### config.mk
export PLATFORM = sky130hd
export DESIGN_NAME = crs_core_regs
export DESIGN_NICKNAME = d
export VERILOG_FILES = /design/src/logic/crs_pkg.sv /design/src/logic/crs_adder.sv /design/src/logic/crs_core_regs.sv
export VERILOG_INCLUDE_DIRS = /design/src /design/src/logic
export SDC_FILE = /design/constraint.sdc
export NUM_CORES = 1
export LEC_CHECK = 0
export BUFFER_PORTS_ARGS = -buffer_cell sky130_fd_sc_hd__buf_2
export CAP_MARGIN = 40
export CORE_ASPECT_RATIO = 1.25
export CORE_MARGIN = 3
export CORE_UTILIZATION = 39
export DETAILED_ROUTE_END_ITERATION = 10
export PLACE_DENSITY_LB_ADDON = 0.1
export SLEW_MARGIN = 5
export SYNTH_ARGS = -nofsm -noshare
export SYNTH_HDL_FRONTEND = slang
export SYNTH_SLANG_ARGS = --single-unit
### constraint.sdc
create_clock -name clk -period 2.85 [get_ports clk]
set_clock_uncertainty 0.05 [all_clocks]
set_input_delay 0.7125 -clock clk [delete_from_list [all_inputs] [get_ports clk]]
set_output_delay 0.7125 -clock clk [all_outputs]
set_load 0.1 [all_outputs]
### src/logic/crs_cfg.svh
`ifndef CRS_CFG_SVH
`define CRS_CFG_SVH

// ==========================================================
// Reset values
// ==========================================================
`define CRS_CC_RESET    8'hE8   // Top three bits and mask set
`define CRS_PC_RESET    16'h0000
`define CRS_SP_HIGH     8'h01   // Forced upper byte of stack
`define CRS_SP_LOW_RST  8'hFF   // Stack top after reset or RSP

// ==========================================================
// Flag positions in the condition flags
// ==========================================================
`define CRS_BIT_H 4
`define CRS_BIT_I 3
`define CRS_BIT_N 2
`define CRS_BIT_Z 1
`define CRS_BIT_C 0

// ==========================================================
// Stack slots, in interrupt push order
// ==========================================================
`define CRS_SLOT_PCL 3'h0
`define CRS_SLOT_PCH 3'h1
`define CRS_SLOT_X   3'h2
`define CRS_SLOT_A   3'h3
`define CRS_SLOT_CC  3'h4

`endif

### src/logic/crs_pkg.sv
package crs_pkg;

  // ========================================================
  // Commands from the instruction decoder
  // ========================================================
  typedef enum logic [3:0] {
    CRS_OP_NOP   = 4'h0,
    CRS_OP_LOAD  = 4'h1,  // Plain register write
    CRS_OP_ADD   = 4'h2,
    CRS_OP_ADC   = 4'h3,
    CRS_OP_MOVE  = 4'h4,  // Accumulator load updating N and Z
    CRS_OP_PCINC = 4'h5,
    CRS_OP_JUMP  = 4'h6,
    CRS_OP_BSET  = 4'h7,
    CRS_OP_BCLR  = 4'h8,
    CRS_OP_PSHCC = 4'h9,
    CRS_OP_POPCC = 4'hA,
    CRS_OP_INT   = 4'hB,
    CRS_OP_IRET  = 4'hC,
    CRS_OP_CALL  = 4'hD,
    CRS_OP_RET   = 4'hE,
    CRS_OP_RSP   = 4'hF
  } crs_op_t;

  typedef enum logic [2:0] {
    CRS_SEL_A  = 3'h0,
    CRS_SEL_X  = 3'h1,
    CRS_SEL_Y  = 3'h2,
    CRS_SEL_CC = 3'h3,
    CRS_SEL_S  = 3'h4
  } crs_sel_t;

  typedef enum logic [1:0] {
    CRS_ST_IDLE = 2'b00,
    CRS_ST_PUSH = 2'b01,
    CRS_ST_POP  = 2'b10
  } crs_state_t;

  typedef struct packed {
    crs_op_t     op;
    crs_sel_t    sel;
    logic [2:0]  bit_idx;
    logic [7:0]  data;
    logic [15:0] addr;
  } crs_cmd_t;

  typedef struct packed {
    logic [7:0]  acc;
    logic [7:0]  idx_x;
    logic [7:0]  idx_y;
    logic [7:0]  condition_flags;
    logic [15:0] program_counter;
    logic [15:0] stack_pointer;
  } crs_regs_t;

  typedef struct packed {
    logic [15:0] addr;
    logic [7:0]  wdata;
    logic        we;
    logic        re;
  } crs_stk_t;

endpackage

### src/logic/crs_adder.sv
`timescale 1ns/100ps
`default_nettype none

// ==========================================================
// Byte adder with flag outputs
// ==========================================================
module crs_adder (
  input  wire logic [7:0] a,
  input  wire logic [7:0] b,
  input  wire logic       cin,
  output logic      [7:0] sum,
  output logic            half,
  output logic            neg,
  output logic            zero,
  output logic            carry
);

  logic [8:0] full;  // Nine bits keep the carry out
  logic [4:0] low;   // Low nibble sum gives the half carry

  // Both sums computed side by side, no ripple sharing needed
  always_comb begin
    full  = {1'b0, a} + {1'b0, b} + {8'h00, cin};
    low   = {1'b0, a[3:0]} + {1'b0, b[3:0]} + {4'h0, cin};
    sum   = full[7:0];
    carry = full[8];
    half  = low[4];
    neg   = full[7];
    zero  = (full[7:0] == 8'h00);
  end

endmodule // crs_adder

`default_nettype wire

### src/logic/crs_core_regs.sv
// Notes on behaviour
// - Six registers, reached only by commands
// - Eight-bit accumulator for operands and results
// - Two eight-bit index registers
// - Interrupt frames never save second index
// - Program counter holds next instruction address
// - Counter kept as separate low, high bytes
// - Flags register: mask plus four result flags
// - Flags register can be pushed and popped
// - Single flag bits set or cleared alone
// - Interrupt entry sets mask; software clears
// - Half carry from bit three on add
// - Stack decrements after push, increments before pop
// - Interrupt uses five slots, call two
`include "crs_cfg.svh"
`timescale 1ns/100ps
`default_nettype none

module crs_core_regs (
  input  wire logic              clk,
  input  wire logic              nrst,
  input  wire logic              cmd_valid,
  input  wire crs_pkg::crs_cmd_t cmd,
  output logic                   cmd_ready,
  output crs_pkg::crs_regs_t     regs,
  output crs_pkg::crs_stk_t      stk,
  input  wire logic [7:0]        stk_rdata
);

  // ========================================================
  // State
  // ========================================================
  logic [7:0] acc, next_acc;          // Accumulator
  logic [7:0] idx_x, next_idx_x;      // First index
  logic [7:0] idx_y, next_idx_y;      // Second index
  logic [7:0] cc, next_cc;            // Condition flags
  logic [7:0] counter_low_byte, next_pcl;          // Counter low byte
  logic [7:0] counter_high_byte, next_pch;          // Counter high byte
  logic [7:0] sp_lo, next_sp_lo;      // Only the low byte moves
  logic [2:0] slot, next_slot;        // Current stack slot
  logic [2:0] slot_end, next_slot_end;
  logic       is_int, next_is_int;    // Frame is an interrupt
  logic [15:0] target, next_target;   // Counter after the frame
  crs_pkg::crs_state_t state, next_state;

  logic [7:0] add_sum;
  logic       add_h;
  logic       add_n;
  logic       add_z;
  logic       add_c;
  logic       take;                   // Command accepted this cycle
  logic [7:0] slot_byte;              // Byte for the current slot
  logic [7:0] sp_inc;                 // Pop address low byte

  assign cmd_ready = (state == crs_pkg::CRS_ST_IDLE);
  assign take      = cmd_valid && cmd_ready;
  assign sp_inc    = sp_lo + 8'h01;

  // ========================================================
  // Arithmetic
  // ========================================================
  crs_adder u_adder (
    .a     (acc),
    .b     (cmd.data),
    .cin   (cmd.op == crs_pkg::CRS_OP_ADC && cc[`CRS_BIT_C]),
    .sum   (add_sum),
    .half  (add_h),
    .neg   (add_n),
    .zero  (add_z),
    .carry (add_c)
  );

  // Byte selected for a push
  always_comb begin
    case (slot)
      `CRS_SLOT_PCL: slot_byte = counter_low_byte;
      `CRS_SLOT_PCH: slot_byte = counter_high_byte;
      `CRS_SLOT_X:   slot_byte = idx_x;
      `CRS_SLOT_A:   slot_byte = acc;
      default:       slot_byte = cc;
    endcase
  end

  // ========================================================
  // Next values
  // ========================================================
  always_comb begin
    next_acc      = acc;
    next_idx_x    = idx_x;
    next_idx_y    = idx_y;
    next_cc       = cc;
    next_pcl      = counter_low_byte;
    next_pch      = counter_high_byte;
    next_sp_lo    = sp_lo;
    next_slot     = slot;
    next_slot_end = slot_end;
    next_is_int   = is_int;
    next_target   = target;
    next_state    = state;
    stk           = '0;
    case (state)
      crs_pkg::CRS_ST_IDLE: begin
        if (take) begin
          case (cmd.op)
            crs_pkg::CRS_OP_LOAD: begin
              case (cmd.sel)
                crs_pkg::CRS_SEL_A:  next_acc = cmd.data;
                crs_pkg::CRS_SEL_X:  next_idx_x = cmd.data;
                crs_pkg::CRS_SEL_Y:  next_idx_y = cmd.data;
                crs_pkg::CRS_SEL_CC: next_cc = cmd.data;
                crs_pkg::CRS_SEL_S:  next_sp_lo = cmd.data;
                default: ;                    // Unknown target ignored
              endcase
            end
            crs_pkg::CRS_OP_ADD, crs_pkg::CRS_OP_ADC: begin
              next_acc              = add_sum;
              next_cc[`CRS_BIT_H]   = add_h;
              next_cc[`CRS_BIT_N]   = add_n;
              next_cc[`CRS_BIT_Z]   = add_z;
              next_cc[`CRS_BIT_C]   = add_c;
            end
            crs_pkg::CRS_OP_MOVE: begin
              next_acc            = cmd.data;
              next_cc[`CRS_BIT_N] = cmd.data[7];
              next_cc[`CRS_BIT_Z] = (cmd.data == 8'h00);
            end
            crs_pkg::CRS_OP_PCINC:
              {next_pch, next_pcl} = {counter_high_byte, counter_low_byte} + 16'h0001;
            crs_pkg::CRS_OP_JUMP:
              {next_pch, next_pcl} = cmd.addr;
            crs_pkg::CRS_OP_BSET: next_cc[cmd.bit_idx] = 1'b1;
            crs_pkg::CRS_OP_BCLR: next_cc[cmd.bit_idx] = 1'b0;
            crs_pkg::CRS_OP_PSHCC: begin
              // Lone flags push; target keeps the counter as is
              next_state    = crs_pkg::CRS_ST_PUSH;
              next_slot     = `CRS_SLOT_CC;
              next_slot_end = `CRS_SLOT_CC;
              next_is_int   = 1'b0;
              next_target   = {counter_high_byte, counter_low_byte};
            end
            crs_pkg::CRS_OP_POPCC: begin
              next_state    = crs_pkg::CRS_ST_POP;
              next_slot     = `CRS_SLOT_CC;
              next_slot_end = `CRS_SLOT_CC;
            end
            crs_pkg::CRS_OP_INT: begin
              // Five slots: counter, index X, accumulator, flags
              next_state    = crs_pkg::CRS_ST_PUSH;
              next_slot     = `CRS_SLOT_PCL;
              next_slot_end = `CRS_SLOT_CC;
              next_is_int   = 1'b1;
              next_target   = cmd.addr;
            end
            crs_pkg::CRS_OP_CALL: begin
              next_state    = crs_pkg::CRS_ST_PUSH;
              next_slot     = `CRS_SLOT_PCL;
              next_slot_end = `CRS_SLOT_PCH;
              next_is_int   = 1'b0;
              next_target   = cmd.addr;
            end
            crs_pkg::CRS_OP_IRET: begin
              next_state    = crs_pkg::CRS_ST_POP;
              next_slot     = `CRS_SLOT_CC;
              next_slot_end = `CRS_SLOT_PCL;
            end
            crs_pkg::CRS_OP_RET: begin
              next_state    = crs_pkg::CRS_ST_POP;
              next_slot     = `CRS_SLOT_PCH;
              next_slot_end = `CRS_SLOT_PCL;
            end
            crs_pkg::CRS_OP_RSP: next_sp_lo = `CRS_SP_LOW_RST;
            default: ;                                   // No operation
          endcase
        end
      end
      crs_pkg::CRS_ST_PUSH: begin
        // Write at the free slot, then step down; wraps silently
        stk.we     = 1'b1;
        stk.addr   = {`CRS_SP_HIGH, sp_lo};
        stk.wdata  = slot_byte;
        next_sp_lo = sp_lo - 8'h01;
        if (slot == slot_end) begin
          next_state           = crs_pkg::CRS_ST_IDLE;
          {next_pch, next_pcl} = target;
          // Mask set after the flags went out, so the saved copy
          // still holds the interrupted level
          if (is_int) next_cc[`CRS_BIT_I] = 1'b1;
        end else begin
          next_slot = slot + 3'h1;
        end
      end
      crs_pkg::CRS_ST_POP: begin
        // Step up first, then read; data must be valid this cycle
        stk.re     = 1'b1;
        stk.addr   = {`CRS_SP_HIGH, sp_inc};
        next_sp_lo = sp_inc;
        case (slot)
          `CRS_SLOT_PCL: next_pcl = stk_rdata;
          `CRS_SLOT_PCH: next_pch = stk_rdata;
          `CRS_SLOT_X:   next_idx_x = stk_rdata;
          `CRS_SLOT_A:   next_acc = stk_rdata;
          default:       next_cc = stk_rdata;
        endcase
        if (slot == slot_end) next_state = crs_pkg::CRS_ST_IDLE;
        else next_slot = slot - 3'h1;
      end
      default: next_state = crs_pkg::CRS_ST_IDLE;
    endcase
  end

  // ========================================================
  // Registers
  // ========================================================
  // Index Y has no slot, so frames cannot reach it
  always_ff @(posedge clk or negedge nrst) begin
    if (!nrst) begin
      acc      <= 8'h00;
      idx_x    <= 8'h00;
      idx_y    <= 8'h00;
      cc       <= `CRS_CC_RESET;
      {counter_high_byte, counter_low_byte} <= `CRS_PC_RESET;
      sp_lo    <= `CRS_SP_LOW_RST;
      slot     <= 3'h0;
      slot_end <= 3'h0;
      is_int   <= 1'b0;
      target   <= 16'h0000;
      state    <= crs_pkg::CRS_ST_IDLE;
    end else begin
      acc      <= next_acc;
      idx_x    <= next_idx_x;
      idx_y    <= next_idx_y;
      cc       <= next_cc;
      counter_low_byte      <= next_pcl;
      counter_high_byte      <= next_pch;
      sp_lo    <= next_sp_lo;
      slot     <= next_slot;
      slot_end <= next_slot_end;
      is_int   <= next_is_int;
      target   <= next_target;
      state    <= next_state;
    end
  end

  assign regs.acc             = acc;
  assign regs.idx_x           = idx_x;
  assign regs.idx_y           = idx_y;
  assign regs.condition_flags = cc;
  assign regs.program_counter = {counter_high_byte, counter_low_byte};
  assign regs.stack_pointer   = {`CRS_SP_HIGH, sp_lo};
endmodule // crs_core_regs

`default_nettype wire

==> summary.txt <==
Global routing
  – Largest net degree at the start of global routing: 47
  – Vias in the first global route: 6445
  – Total Routing Usage GR: 26.2%
  – GRT overflow: 0
  – First-pass GRT wire length: 36.5 mm
  – Initial antenna violation count: 0

Clock network
  – CTS Buf Count: 9
  – Root buf cell: clkbuf_16
  – Worst-path clk slew: 0.06 ns
  – Skew-Pair Late Insertion Delay: 0.35 ns
  – Max clock buf depth: 2
  – Clock sink count: 80
  – H-Tree Depth: 3
  – CTS tree: yes
  – Hold buffer count at cts: 0

Floorplanning
  – Initial Util: 40.0%
  – Die X: 119 um
  – Die height: 148 um
  – Number of I/O pins: 136
  – Die area: 17600 um2
  – Row cnt: 51
  – Core area: 15600 um2

Place
  – Buffers on Ports: 120
  – Post-Place Cells: 1099
  – Placed wire-length estimate: 17.1 mm
  – Global placer's final weighted congestion: 0.883

STA
  – Relative slew margins: 46.8%
  – Fmax: 339 MHz
  – Min Tclk post-route: 2.95 ns
  – Final worst slack: -0.0956 ns
  – Number of setup violations in the final report: 8
  – Final Hold Fails: 0
  – Final period util: 103%
  – RSZ-0062 raised after global routing: yes
  – WHS: 0.305 ns
  – Slew @ Worst Pin: 0.796 ns
  – Pins Over Slew Limit: 0

Logic synthesis
  – Synthesized area: 6260 um2
  – Dominant cell type by area after synthesis: dfrtp_1
  – Commonest register cell after synthesis: dfrtp_1
  – EDFF count, synth: 0
  – Dominant cells by area after synthesis: dfrtp_1 27%, o21ai_0 6.2%, nand2_1 6.1%
  – Cell with the most instances after synthesis: nand2_1
  – YS warnings: 0
  – Share of the synthesized area in the top cell type: 27.2%
  – Yosys cell types: 78
  – Most frequent cells after synthesis: 102 x nand2_1, 78 x o21ai_0, 73 x nor2_1
  – Post-synthesis instance total: 780
  – Syn Area/Cell: 8.02 um2
  – Post-synthesis sequential area ratio: 32.2%
  – Async SR Flop Fraction: 100%
  – Yosys reg bits: 80

Drt
  – DR vias/cell: 5.76
  – WL final: 23.0 mm
  – Routed WL per cell: 20.4 um
  – Via count: 6489
  – Antenna-violating nets left: 0
  – Drt first pass iters: 5
  – Initial drt markers: 501
  – DRC violations left: 0

Worst setup path
  – Nature of the critical path startpoint: register
  – Setup slack, reg-to-reg: 0.26 ns
  – CP Data Arrival Time: 2.18 ns
  – Crit. End Element: output port
  – Delay-heaviest family, CP: simple AND/OR/NAND/NOR gates
  – Worst setup path startpoint: slot[1]$_DFFE_PN0P_
  – CP max stage delay: 0.41 ns
  – Worst Path Required: 2.09 ns
  – Crit Path Max Fanout: 10
  – CP Cell Sequence: buf_6 > ha_4 > or3_4 > a21oi_4 > buf_12 > a221oi_4 > nor2_4 > buf_12
  – R2R Path Start: cc[0]$_DFFE_PN0P_
  – CP most frequent cell: buf_12
  – R2R cell count: 9
  – CP Class: register to output port
  – R2R Path End: cc[1]$_DFFE_PN0P_
  – Crit path buf inv count: 3
  – Slowest CP cell: dfrtp_1

Run status
  – Failing checks: negative setup slack
  – Status: complete, but fails checks

Finish
  – Finished Layout Cells: 1127
  – Nets: 977
  – Layout area overhead: 31.1%
  – Fraction of layout instances using a drive strength above 1: 31.5%
  – Diodes inserted: 0

Min path
  – HP Class: input pin to async pin

Run
  – # Max-Cap Violations: 0
[flip-flops by register name, indices dropped and copies added (netlist names)]
register and count:
acc 8, cc 8, counter_high_byte 8, counter_low_byte 8, idx_x 8, idx_y 8, is_int 1, slot 3
slot_end 2, sp_lo 8, state 2, target 16
[worst reg2reg max path, stage by stage (launching register included)]
cell	delay, ns
dfrtp_2	0.45
nand4_1	0.16
fa_2	0.39
fa_2	0.38
nand2b_4	0.17
a21oi_4	0.16
o31a_1	0.15
nor3_1	0.06
or4_1	0.41
o21ai_1	0.13
[metrics by stage]
stage	TNS, ns	util (%)	instance area [um2]	setup slack, ns
floorplan	-0.884	-	6730	-0.275
detailed placement	-1.57	49.6	7750	-0.360
global placement	-1.17	49.6	7750	-0.318
global route	-1.27	52.4	8200	-0.172
CTS	-0.621	52.1	8140	-0.0825
finish	-0.682	52.4	8200	-0.0956
[cell type report]
type	instances	area, um2
clock buffer	12	256
clock inverter	4	26.3
fill	1525	7430
inverter	31	116
multi-input combinational	610	4180
sequential	80	2050
tap	212	265
timing repair buffer	178	1310
[placed cells by master (no fill, tap or decap), drive strengths merged, types with 9 or more instances in the layout]
cell / Yosys / final
nor3: 16 / 16
nand3: 18 / 18
mux2i: 21 / 21
conb: 2 / 15
clkbuf: 40 / 12
ha: 20 / 20
mux2: 19 / 19
a31oi: 9 / 9
nand4: 10 / 10
dfstp: 12 / 12
a221oi: 13 / 13
xor2: 15 / 15
o21ai: 79 / 79
nor2: 73 / 73
nand2: 102 / 102
buf: 32 / 178
inv: 30 / 31
xnor2: 12 / 12
a21oi: 56 / 56
dfrtp: 68 / 68
[logic make-up (layout without fill, tap and decap cells)]
group / Yosys count / after routing / synth area share (%)
buf+inv: 103 / 225 / 7.56
other cells: 2 / 15 / 0.120
compound gates: 233 / 233 / 24.1
mux: 40 / 40 / 6.78
fa+ha+maj: 22 / 22 / 4.64
flops: 80 / 80 / 32.2
xor+xnor: 27 / 27 / 3.78
simple gates: 273 / 273 / 20.8
[layer usage]
layer | GRT usage, % | share of wire (%) | up-vias
met4 | 9.45 | 2.3 | 0
met2 | 45.9 | 51 | 282
met3 | 2.53 | 5.7 | 36
met5 | 0 | 0 | -
li1 | - | - | 3049
met1 | 33.5 | 41 | 3122
[repair_timing]
action                                  4_1_cts  5_1_grt
resized for setup                             8        4
pin swaps                                     4        8
endpoints found under the setup margin       16       16
setup buffers                                 7        5
hold endpoints to repair                      0        0
[worst max path at each step]
stage	end	depth (start not counted)
after detailed placement	cc[1]$_DFFE_PN0P_	11
after global placement	cc[1]$_DFFE_PN0P_	11
after CTS	stk[3]	8
after floorplan	cc[1]$_DFFE_PN0P_	12
final	stk[6]	8
after global routing	stk[7]	8
Power is not shown: default switching activity piles up to over one toggle a cycle in this logic, so the estimate is an artifact.
